**config.mk**
```make
export PLATFORM = sky130hd
export DESIGN_NAME = dco_overlay_fsm
export DESIGN_NICKNAME = d
export VERILOG_FILES = /design/src/dco_pkg.sv /design/src/dco_overlay_fsm.sv
export SDC_FILE = /design/constraint.sdc
export NUM_CORES = 1
export LEC_CHECK = 0
export ABC_CLOCK_PERIOD_IN_PS = 26200
export BUFFER_PORTS_ARGS = -buffer_cell sky130_fd_sc_hd__clkbuf_2
export CORE_AREA = 2 2 243 245
export DETAILED_ROUTE_END_ITERATION = 6
export DIE_AREA = 0 0 245 247
export PLACE_DENSITY = 0.48
export RECOVER_POWER = 50
export SYNTH_ARGS = -nofsm -noshare
export SYNTH_HDL_FRONTEND = slang
export SYNTH_SLANG_ARGS = --single-unit
export TNS_END_PERCENT = 50
```
**constraint.sdc**
```tcl
create_clock -name mclk -period 26.2 [get_ports mclk]
set_clock_uncertainty 0.2 [all_clocks]
set_input_delay 6.55 -clock mclk [delete_from_list [all_inputs] [get_ports mclk]]
set_output_delay 6.55 -clock mclk [all_outputs]
set_load 0.005 [all_outputs]
```
**src/dco_pkg.sv**
```systemverilog
`default_nettype none
package dco_pkg;
    localparam int FEAT_W = 8;
    localparam int CAP_W = 48;
    localparam int MASK_W = 32;
    localparam int DMA_W = 8;
    localparam logic [FEAT_W-1:0] SUB_RESTORE = 8'hC0;
    localparam logic [FEAT_W-1:0] SUB_FREEZE = 8'hC1;
    localparam logic [FEAT_W-1:0] SUB_IDENTIFY = 8'hC2;
    localparam logic [FEAT_W-1:0] SUB_SET = 8'hC3;
    localparam int BIT_HPA = 0;
    localparam int BIT_PUIS = 1;
    localparam int BIT_SEC = 2;
    localparam int BIT_SMART = 3;
    localparam logic [CAP_W-1:0] CAP_28_MAX = 48'h000FFFFFFF;
    localparam logic [MASK_W-1:0] MASK_ALL = 32'hFFFFFFFF;
    localparam logic [DMA_W-1:0] DMA_ALL = 8'hFF;
    localparam logic [1:0] W7_SMART_BITS = 2'h3;

    typedef enum logic [1:0] {
        factory_state,
        reduced_state,
        locked_state,
        boot_state
    } dco_state_e;

    // Settings that a set request carries and that the overlay record keeps.
    typedef struct packed {
        logic [CAP_W-1:0] max_cap;
        logic [MASK_W-1:0] feat_mask;
        logic [DMA_W-1:0] mwdma_mask;
        logic [DMA_W-1:0] udma_mask;
    } dco_cfg_s;

    // Live device conditions that decide validity.
    typedef struct packed {
        logic hpa_28;
        logic hpa_48;
        logic puis_jumper;
        logic sec_enabled;
        logic smart_enabled;
        logic [1:0] word7_bits;
        logic [DMA_W-1:0] mwdma_sel;
        logic [DMA_W-1:0] udma_sel;
    } dco_cond_s;

    typedef struct packed {
        logic valid;
        logic [FEAT_W-1:0] feature;
        dco_cfg_s cfg;
    } dco_cmd_s;

    typedef struct packed {
        logic done;
        logic aborted;
        logic ident_data;
    } dco_resp_s;
endpackage
`default_nettype wire

```
**src/dco_overlay_fsm.sv**
```systemverilog
`default_nettype none
module dco_overlay_fsm (
    input wire logic mclk,
    input wire logic reset_n,
    input wire logic power_on,
    input wire dco_pkg::dco_cfg_s factory_cfg,
    input wire logic nv_present,
    input wire dco_pkg::dco_cfg_s nv_cfg,
    input wire logic nv_ready,
    input wire dco_pkg::dco_cond_s cond,
    input wire dco_pkg::dco_cmd_s cmd,
    output logic cmd_ready,
    output dco_pkg::dco_resp_s resp,
    output logic nv_write,
    output logic nv_store_present,
    output dco_pkg::dco_cfg_s nv_store_cfg,
    output dco_pkg::dco_cfg_s active_cfg,
    output logic [dco_pkg::CAP_W-1:0] native_max_48,
    output logic [dco_pkg::CAP_W-1:0] native_max_28,
    output logic frozen_overlay,
    output dco_pkg::dco_state_e state_out
);
    import dco_pkg::*;

    dco_state_e state_reg;
    logic frozen_reg;
    dco_cfg_s active_reg;
    logic [1:0] pwr_sync;
    logic pwr_prev_reg;
    logic power_start;
    logic [1:0] nvr_sync;

    logic is_restore;
    logic is_freeze;
    logic is_ident;
    logic is_set;
    logic any_hpa;
    logic set_invalid;
    logic restore_invalid;
    logic cap_below;

    // Power-on comes from the supply monitor, so it is synchronised first.
    always_ff @(posedge mclk) begin
        pwr_sync <= {pwr_sync[0], power_on};
        nvr_sync <= {nvr_sync[0], nv_ready};
        pwr_prev_reg <= pwr_sync[1];
    end

    assign power_start = pwr_sync[1] & ~pwr_prev_reg;

    assign is_restore = cmd.feature == SUB_RESTORE;
    assign is_freeze = cmd.feature == SUB_FREEZE;
    assign is_ident = cmd.feature == SUB_IDENTIFY;
    assign is_set = cmd.feature == SUB_SET;
    assign any_hpa = cond.hpa_28 | cond.hpa_48;
    assign cap_below = cmd.cfg.max_cap < factory_cfg.max_cap;

    always_comb begin
        set_invalid = 1'b0;
        if (cmd.cfg.max_cap != active_reg.max_cap && any_hpa) begin
            set_invalid = 1'b1;
        end
        if (cap_below && cond.hpa_28) begin
            set_invalid = 1'b1;
        end
        if (cmd.cfg.max_cap > factory_cfg.max_cap) begin
            set_invalid = 1'b1;
        end
        if ((cmd.cfg.feat_mask & ~factory_cfg.feat_mask) != '0 ||
            (cmd.cfg.mwdma_mask & ~factory_cfg.mwdma_mask) != '0 ||
            (cmd.cfg.udma_mask & ~factory_cfg.udma_mask) != '0) begin
            set_invalid = 1'b1;
        end
        // A selected mode implies every lower mode stays needed.
        for (int i = 0; i < DMA_W; i++) begin
            // A shift keeps the selected-or-higher test free of a
            // part-select whose bounds move with the loop index.
            if (!cmd.cfg.mwdma_mask[i] && (cond.mwdma_sel >> i) != '0)
                set_invalid = 1'b1;
            if (!cmd.cfg.udma_mask[i] && (cond.udma_sel >> i) != '0)
                set_invalid = 1'b1;
        end
        if (!cmd.cfg.feat_mask[BIT_HPA] && any_hpa) begin
            set_invalid = 1'b1;
        end
        if (!cmd.cfg.feat_mask[BIT_PUIS] && cond.puis_jumper) begin
            set_invalid = 1'b1;
        end
        if (!cmd.cfg.feat_mask[BIT_SEC] && cond.sec_enabled) begin
            set_invalid = 1'b1;
        end
        if (!cmd.cfg.feat_mask[BIT_SMART] &&
            (cond.smart_enabled || (cond.word7_bits & W7_SMART_BITS) != '0))
        begin
            set_invalid = 1'b1;
        end
    end

    // Restore would raise capacity back, which a protected area forbids.
    assign restore_invalid = (active_reg.max_cap < factory_cfg.max_cap) &&
        (cond.hpa_28 || any_hpa);

    // Frozen is cleared only by power-up, never by reset_n.
    always_ff @(posedge mclk) begin
        if (power_start) begin
            frozen_reg <= 1'b0;
        end else if (cmd.valid && cmd_ready && is_freeze &&
                     state_reg != locked_state && state_reg != boot_state) begin
            frozen_reg <= 1'b1;
        end
    end

    always_ff @(posedge mclk) begin
        if (!reset_n && !power_start) begin
            resp <= '0;
        end else begin
            resp <= '0;
            if (cmd.valid && cmd_ready && state_reg != boot_state) begin
                resp.done <= 1'b1;
                case (state_reg)
                    factory_state: begin
                        if (is_freeze || is_ident) begin
                            resp.ident_data <= is_ident;
                        end else if (is_set && !set_invalid) begin
                            resp.aborted <= 1'b0;
                        end else begin
                            resp.aborted <= 1'b1;
                        end
                    end
                    reduced_state: begin
                        if (is_freeze || is_ident) begin
                            resp.ident_data <= is_ident;
                        end else if (is_restore && !restore_invalid) begin
                            resp.aborted <= 1'b0;
                        end else begin
                            resp.aborted <= 1'b1;
                        end
                    end
                    default: begin
                        resp.aborted <= 1'b1;
                    end
                endcase
            end
        end
    end

    // Reset leaves overlay state alone; only power-up reloads the record.
    always_ff @(posedge mclk) begin
        nv_write <= 1'b0;
        if (power_start) begin
            state_reg <= boot_state;
        end else if (state_reg == boot_state) begin
            if (nvr_sync[1]) begin
                state_reg <= nv_present ? reduced_state : factory_state;
                active_reg <= nv_present ? nv_cfg : factory_cfg;
            end
        end else if (cmd.valid && cmd_ready) begin
            case (state_reg)
                factory_state: begin
                    if (is_freeze) begin
                        state_reg <= locked_state;
                    end else if (is_set && !set_invalid) begin
                        state_reg <= reduced_state;
                        active_reg <= cmd.cfg;
                        nv_write <= 1'b1;
                        nv_store_present <= 1'b1;
                        nv_store_cfg <= cmd.cfg;
                    end
                end
                reduced_state: begin
                    if (is_freeze) begin
                        state_reg <= locked_state;
                    end else if (is_restore && !restore_invalid) begin
                        state_reg <= factory_state;
                        active_reg <= factory_cfg;
                        nv_write <= 1'b1;
                        nv_store_present <= 1'b0;
                        nv_store_cfg <= factory_cfg;
                    end
                end
                default: begin
                    state_reg <= state_reg;
                end
            endcase
        end
    end

    always_ff @(posedge mclk) begin
        if (!reset_n) begin
            cmd_ready <= 1'b0;
        end else begin
            cmd_ready <= state_reg != boot_state && !cmd_ready;
        end
    end

    // Exported configuration gates identify words and command decode.
    always_ff @(posedge mclk) begin
        active_cfg <= active_reg;
        native_max_48 <= active_reg.max_cap;
        native_max_28 <= (active_reg.max_cap > CAP_28_MAX) ?
            CAP_28_MAX : active_reg.max_cap;
        frozen_overlay <= frozen_reg;
        state_out <= state_reg;
    end
endmodule
`default_nettype wire

```
# After elaboration in Yosys (flattened, before gate mapping)

Cells that the tools add are included.

Register bits: 353
Input port bits: 325
Output and inout port bits: 297

Order comparisons: 4
Eq/ne operators: 20
Muxes and demuxes: 60
Bitwise operators: 15
Reduce and logical (&&, ||, !) cells: 91

Operator list:

| cell                 | number |
|---|---|
| $mux 96              | 8 |
| $pmux 96 s2          | 1 |
| $reduce_bool 8->1    | 16 |
| $lt 48x48->1         | 2 |
| $gt 48x28->1 const B | 1 |
| $gt 48x48->1         | 1 |
| $ne 48x48->1         | 1 |
| $mux 1               | 39 |
| $and 32x32->32       | 1 |
| $eq 8x8->1 const B   | 4 |
| $logic_and 1x1->1    | 32 |
| $not 32->32          | 1 |
| $reduce_bool 32->1   | 1 |
| $logic_not 1->1      | 25 |
| $and 8x8->8          | 2 |
| $not 8->8            | 2 |
| $reduce_and 8->1     | 2 |
| $mux 2               | 7 |
| $ne 2x2->1 const B   | 7 |
| $ne 3x3->1 const B   | 4 |
| $ne 4x4->1 const B   | 2 |
| $not 1->1            | 7 |
| $pmux 1 s2           | 3 |
| $reduce_bool 2->1    | 3 |
| other kinds (13)     | 18 |

# Depth between registers and ports, before layout

Word-level depth: 33
Mapped depth: 11
Depth with buffers taken out: 11

# Worst setup path before layout

Ideal clock, no wire load.

Path kind: input to register
Start point: input port factory_cfg[91] (netlist bit)
End point: register active_reg[0] (netlist bit), enable pin
Arrival: 13.493 ns
Data required time: 25.418 ns
Slack: 11.925 ns
Cell stages on the path: 11
Path through: inv_1 > ha_1 > nand4_1 > or3_1 > or3_1 > or4_1 > a311oi_1 > o21ba_2 > o22ai_4 > nand2b_1 > a21oi_1

Longest elaborated chain between the ends: 29
Elaborated cells on any way between the ends: 35
Those cells by class: order compare: 3; eq/ne: 2; mux: 23; reduce/logical: 7

RTL lines:

| what                           | line                   | RTL |
|---|---|---|
| from (decl)                    | dco_overlay_fsm.sv:6   | `input wire dco_pkg::dco_cfg_s factory_cfg,` |
| $lt 48x48->1                   | dco_overlay_fsm.sv:56  | `assign cap_below = cmd.cfg.max_cap < factory_cfg.max_cap;` |
| $logic_and 1x1->1              | dco_overlay_fsm.sv:63  | `if (cap_below && cond.hpa_28) begin` |
| $mux 1                         | dco_overlay_fsm.sv:63  |  |
| $mux 1                         | dco_overlay_fsm.sv:66  | `if (cmd.cfg.max_cap > factory_cfg.max_cap) begin` |
| $mux 1                         | dco_overlay_fsm.sv:69  | `if ((cmd.cfg.feat_mask & ~factory_cfg.feat_mask) != '0 \|\|` |
| $mux 1                         | dco_overlay_fsm.sv:78  | `if (!cmd.cfg.mwdma_mask[i] && (cond.mwdma_sel >> i) != '0)` |
| $mux 1                         | dco_overlay_fsm.sv:80  | `if (!cmd.cfg.udma_mask[i] && (cond.udma_sel >> i) != '0)` |
| $mux 1                         | dco_overlay_fsm.sv:78  |  |
| [13 not listed]                | -                      |  |
| $mux 1                         | dco_overlay_fsm.sv:83  | `if (!cmd.cfg.feat_mask[BIT_HPA] && any_hpa) begin` |
| $mux 1                         | dco_overlay_fsm.sv:86  | `if (!cmd.cfg.feat_mask[BIT_PUIS] && cond.puis_jumper) begin` |
| $mux 1                         | dco_overlay_fsm.sv:89  | `if (!cmd.cfg.feat_mask[BIT_SEC] && cond.sec_enabled) begin` |
| $mux 1                         | dco_overlay_fsm.sv:92  | `if (!cmd.cfg.feat_mask[BIT_SMART] &&` |
| $logic_not 1->1                | dco_overlay_fsm.sv:162 | `end else if (is_set && !set_invalid) begin` |
| $logic_and 1x1->1              | dco_overlay_fsm.sv:162 |  |
| $ne 3x3->1 (no line)           | -                      |  |
| $reduce_and 8->1 (no line) (*) | -                      |  |
| to (signal assigned)           | dco_overlay_fsm.sv:155 | `active_reg <= nv_present ? nv_cfg : factory_cfg;` |
| to (signal assigned)           | dco_overlay_fsm.sv:164 | `active_reg <= cmd.cfg;` |
| to (signal assigned)           | dco_overlay_fsm.sv:175 | `active_reg <= factory_cfg;` |
| to (decl)                      | dco_overlay_fsm.sv:27  | `dco_cfg_s active_reg;` |

Mark *: on every way between the ends. The rest lies on a longest branch, timed or not.
A chain may end at the register's enable or synchronous reset.

# Final worst setup path

Start point: input port factory_cfg[36] (netlist bit)
End point: register nv_store_cfg[21] (netlist bit), enable pin

Longest elaborated chain between the ends: 30

RTL lines:

| what                       | line                   | RTL |
|---|---|---|
| $not 32->32                | dco_overlay_fsm.sv:69  |  |
| $and 32x32->32             | dco_overlay_fsm.sv:69  |  |
| $reduce_bool 32->1         | dco_overlay_fsm.sv:69  |  |
| $logic_or 1x1->1           | dco_overlay_fsm.sv:69  |  |
| $logic_or 1x1->1           | dco_overlay_fsm.sv:70  | `(cmd.cfg.mwdma_mask & ~factory_cfg.mwdma_mask) != '0 \|\|` |
| $mux 1                     | dco_overlay_fsm.sv:69  |  |
| $mux 1                     | dco_overlay_fsm.sv:78  |  |
| $mux 1                     | dco_overlay_fsm.sv:80  |  |
| [14 not listed]            | -                      |  |
| $mux 1                     | dco_overlay_fsm.sv:83  |  |
| $mux 1                     | dco_overlay_fsm.sv:86  |  |
| $mux 1                     | dco_overlay_fsm.sv:89  |  |
| $mux 1                     | dco_overlay_fsm.sv:92  |  |
| $logic_not 1->1            | dco_overlay_fsm.sv:162 |  |
| $logic_and 1x1->1          | dco_overlay_fsm.sv:162 |  |
| $ne 2x2->1 (no line)       | -                      |  |
| $reduce_and 8->1 (no line) | -                      |  |
| to (signal assigned)       | dco_overlay_fsm.sv:167 | `nv_store_cfg <= cmd.cfg;` |
| to (signal assigned)       | dco_overlay_fsm.sv:178 | `nv_store_cfg <= factory_cfg;` |
| to (decl)                  | dco_overlay_fsm.sv:16  | `output dco_pkg::dco_cfg_s nv_store_cfg,` |

Every way passes these cells.

==> PnR_summary.wiki <==
{| class="wikitable"
! Metric !! Value
|-
| Layout Nets || 2,456
|-
| Register bit total from synthesis || 353
|-
| Number of standard-cell rows in the floorplan || 89
|-
| Top-Level Pins || 622
|-
| Number of vias in the routed layout || between 10k and 15k
|-
| Cells traversed along the worst timing path || clkbuf_2 > nand2b_1 > o2111ai_1 > a2111oi_0 > nand4_1 > a2111oi_0 > o2111ai_1 > o22ai_4 > nand2b_1 > nor2_4 > buf_4
|-
| Final total negative setup slack || 0 ns
|-
| Maximum number of pins on one net before global-route repair || 94
|-
| Total net switching power || 379.7 µW
|-
| Flop pwr share || 44.2%
|-
| Final Max Slew Viols || 274
|-
| Post-placement setup slack || 14.02 ns
|-
| Share of post-route cells with drive strength above 1 || 29.81%
|-
| Setup repair after global routing missed its margin || false
|-
| Clock share of power || 42.4%
|-
| EDFF count, synth || between 150 and 200
|-
| Number of antenna-violating nets in the routed design || 0
|-
| Distinct cell type count after synthesis || 54
|-
| Number of cells upsized or downsized after cts || 0
|-
| Post-route DRC violation count || 0
|-
| Kind of end point of the critical path || register
|-
| Via-to-Cell Ratio || 4.687
|-
| Crit-path max FO || between 70 and 80
|-
| Clock tree buffer depth || 3
|-
| Total leakage power || 0.009467 µW
|-
| Setup CP Type || input pin to register
|-
| Count of endpoints failing setup in the final report || 0
|-
| Sw Share || 26.69%
|-
| Total routed wirelength || 64,570 µm
|-
| Run status || finished, violations left
|-
| Number of buffers inserted by port buffering || 621
|-
| Post-route fraction of the period consumed by the critical path || 44.29%
|-
| Cell with the biggest individual delay on the critical path || sky130_fd_sc_hd__buf_4
|-
| Total standard cell area after synthesis || 16,120 µm²
|-
| Avg WL per Cell || 22.65 µm
|-
| Synth Instances || around 1.4k
|-
| First-pass GRT wire length || 89,330 µm
|-
| Average cell area after synthesis || approximately 11 µm²
|-
| Number of antenna violations at the first check in global routing || 7
|-
| Post-layout min period || 11.60 ns
|-
| Number of standard cells in the layout, taps in and fillers out || 2,851
|-
| Count of max-cap constraint violations || 4
|-
| Critical path arrival || 11.58 ns
|-
| Dpl cells || 2,765
|-
| Cts bufs inserted || 42
|-
| Length of the first detailed-routing pass in iterations || 7
|-
| Measured slew at the worst slew-check pin || 4.555 ns
|-
| CTS tree || built
|-
| Violated checks || max-capacitance violations, max-slew violations
|-
| Required time at the worst-slack endpoint || 26.17 ns
|-
| Cell at the root of the clock tree || sky130_fd_sc_hd__clkbuf_16
|-
| Share of power burned in combinational logic || 13.4%
|-
| Clock Sink Count || 353
|-
| Maximum operating frequency || about 0.086 GHz
|-
| H-tree levels || 2
|-
| Worst path max stage delay || 0.92 ns
|-
| Initial core utilization || 27.69%
|-
| Starting DRT DRC Count || approximately 800
|-
| Congestion Overflow GR || 0
|-
| Cell Int Power || 1043 µW
|-
| Clock latency reported for the late side of the worst-skew pair || roughly 0.57 ns
|-
| CP Launch Type || input pin
|-
| Placer Congestion || 0.8503
|-
| Dominant register cell in the synthesized netlist || sky130_fd_sc_hd__edfxtp_1
|-
| Min-delay worst type || register to register
|-
| Overall track demand over capacity in global routing || about a fifth
|-
| Areal power density over the cells || 67.53 nW/µm²
|-
| Register area share after synthesis || 55.81%
|-
| Post-CTS Setup Inserts || 0
|-
| Post-route core utilization || a little over a third
|-
| Worst slew margin relative to its limit || -203.7%
|-
| Horizontal die dimension || 245 µm
|-
| Die Y-Extent || 247 µm
|-
| Clock-pin transition on the worst setup and hold timing paths || 0.06 ns
|-
| Post-route worst setup slack || 14.60 ns
|-
| Share of async-settable or async-resettable flops after synthesis || 0%
|-
| Die ar. || 60,520 µm²
|-
| Core Area || approximately 58,000 µm²
|-
| Vias in the first global route || around 13k
|-
| Detailed placement HPWL || 50,870 µm
|-
| Number of hold-slack violations in the final timing report || 0
|-
| Yosys Warn Count || 0
|-
| Hold buffer count at CTS || 0
|-
| Area grow syn2layout || 30.64%
|-
| Max VDD drop || approximately 0.000044 V
|}
-- cell usage in the layout, fill, tap and decap left out, types with 3 or more instances in the layout --
| master | count |
|---|---|
| sky130_fd_sc_hd__clkbuf_2 | 500 |
| sky130_fd_sc_hd__edfxtp_1 | 193 |
| sky130_fd_sc_hd__dfxtp_1 | 160 |
| sky130_fd_sc_hd__clkbuf_1 | 129 |
| sky130_fd_sc_hd__nor2_1 | 128 |
| sky130_fd_sc_hd__a21oi_1 | 121 |
| sky130_fd_sc_hd__inv_1 | 97 |
| sky130_fd_sc_hd__mux2i_1 | 97 |
| sky130_fd_sc_hd__ha_1 | 95 |
| sky130_fd_sc_hd__nand2_1 | 81 |
| sky130_fd_sc_hd__o21ai_0 | 79 |
| sky130_fd_sc_hd__xor2_1 | 48 |
| sky130_fd_sc_hd__clkbuf_16 | 46 |
| sky130_fd_sc_hd__mux2_2 | 34 |
| sky130_fd_sc_hd__or3_1 | 30 |
| sky130_fd_sc_hd__nand4_1 | 24 |
| sky130_fd_sc_hd__nor4_1 | 22 |
| sky130_fd_sc_hd__conb_1 | 20 |
| sky130_fd_sc_hd__o22ai_1 | 14 |
| sky130_fd_sc_hd__a211oi_1 | 12 |
| sky130_fd_sc_hd__nand2b_1 | 11 |
| sky130_fd_sc_hd__nor3_1 | 10 |
| sky130_fd_sc_hd__nand3_1 | 9 |
| sky130_fd_sc_hd__diode_2 | 8 |
| sky130_fd_sc_hd__buf_4 | 8 |
| sky130_fd_sc_hd__o21a_1 | 7 |
| sky130_fd_sc_hd__a21o_1 | 7 |
| sky130_fd_sc_hd__o2111ai_1 | 7 |
| sky130_fd_sc_hd__clkbuf_8 | 6 |
| sky130_fd_sc_hd__nor2b_1 | 5 |
| sky130_fd_sc_hd__a2111oi_0 | 5 |
| sky130_fd_sc_hd__or4_1 | 5 |
| sky130_fd_sc_hd__a221oi_1 | 5 |
| sky130_fd_sc_hd__clkinv_2 | 5 |
| sky130_fd_sc_hd__a211o_1 | 3 |
| sky130_fd_sc_hd__o22a_1 | 3 |
| sky130_fd_sc_hd__inv_6 | 3 |
| sky130_fd_sc_hd__clkinvlp_4 | 3 |
| sky130_fd_sc_hd__inv_4 | 3 |
-- cells by family (layout without fill, tap and decap cells) --
kind of cell             after synthesis  in the layout  synth area share (%)
other                                  1             28               0.02326
buffers and inverters                202            806                 5.820
XOR/XNOR                              49             49                 2.662
flip-flops                           353            353                 55.81
adder cells (fa/ha/maj)               95             95                 7.372
multiplexers                         132            132                 8.466
AND/OR/NAND/NOR                      331            331                 9.529
AO/OA/AOI/OAI                        284            284                 10.32
-- critical path: cells and delay by family --
kind                   cells  cell delay, ns
AOI/OAI and AO/OA          5            2.15
and+or+nand+nor            4            1.62
buffers and inverters      2            1.02
-- metal layers --
layer  wire length, µm  global-route usage (%)
met1             27940                   27.31
met2             30470                   32.76
met3              4549                   4.461
met4              1595                   6.151
met5                13                       0
-- path summary, 6_finish.rpt --
path / startpoint / endpoint / slack (ns) / cells after the start
max: factory_cfg[36] / nv_store_cfg[21] / 14.60 / 11
min: pwr_sync[0] / pwr_sync[1] / 0.13 / 0
max reg2reg: state_reg[0] / nv_store_cfg[38] / 17.78 / 3
min reg2reg: pwr_sync[0] / pwr_sync[1] / 0.13 / 0
-- Yosys cell counts (all sizes together) (30+ instances only) --
cell | count | area (µm²)
buf | 62 | 412.9
nor2 | 129 | 484.2
xor2 | 48 | 420.4
o21ai | 81 | 405.4
mux2i | 97 | 970.9
mux2 | 35 | 394.1
a21oi | 122 | 610.6
clkbuf | 42 | 157.7
nand2 | 81 | 304.0
edfxtp | 193 | 5796
inv | 97 | 364.1
dfxtp | 160 | 3203
or3 | 30 | 187.7
ha | 95 | 1189
-- cell type report --
class	count	area, µm²
Inverter	98	367.9
Antenna cell	8	20.02
Multi-Input combinational cell	911	6277
Fill cell	5949	37170
Tap cell	773	967.2
Sequential cell	353	8999
Timing Repair Buffer	630	3020
Clock inverter	17	142.6
Clock buffer	61	1271
-- through the flow --
step | total power, µW | hold WS, ns | area [µm²]
2_1_floorplan | 737.5 | 0.1096 | 16200
3_3_place_gp | 828.8 | 0.1139 | 19810
3_5_place_dp | 829.4 | 0.1189 | 19810
4_1_cts | 1436 | 0.1318 | 21220
5_1_grt | 1478 | 0.1438 | 21060
6_report | 1423 | 0.1307 | 21070
-- power groups by stage --
stage | clock network, µW | registers (µW) | logic (µW)
finish | 603 | 629 | 190
global placement | 0 | 640 | 189
floorplan | 0 | 635 | 102
detailed placement | 0 | 641 | 189
global route | 636 | 631 | 210
CTS | 617 | 629 | 190
Note: power is estimated with default switching activity, not from simulation.
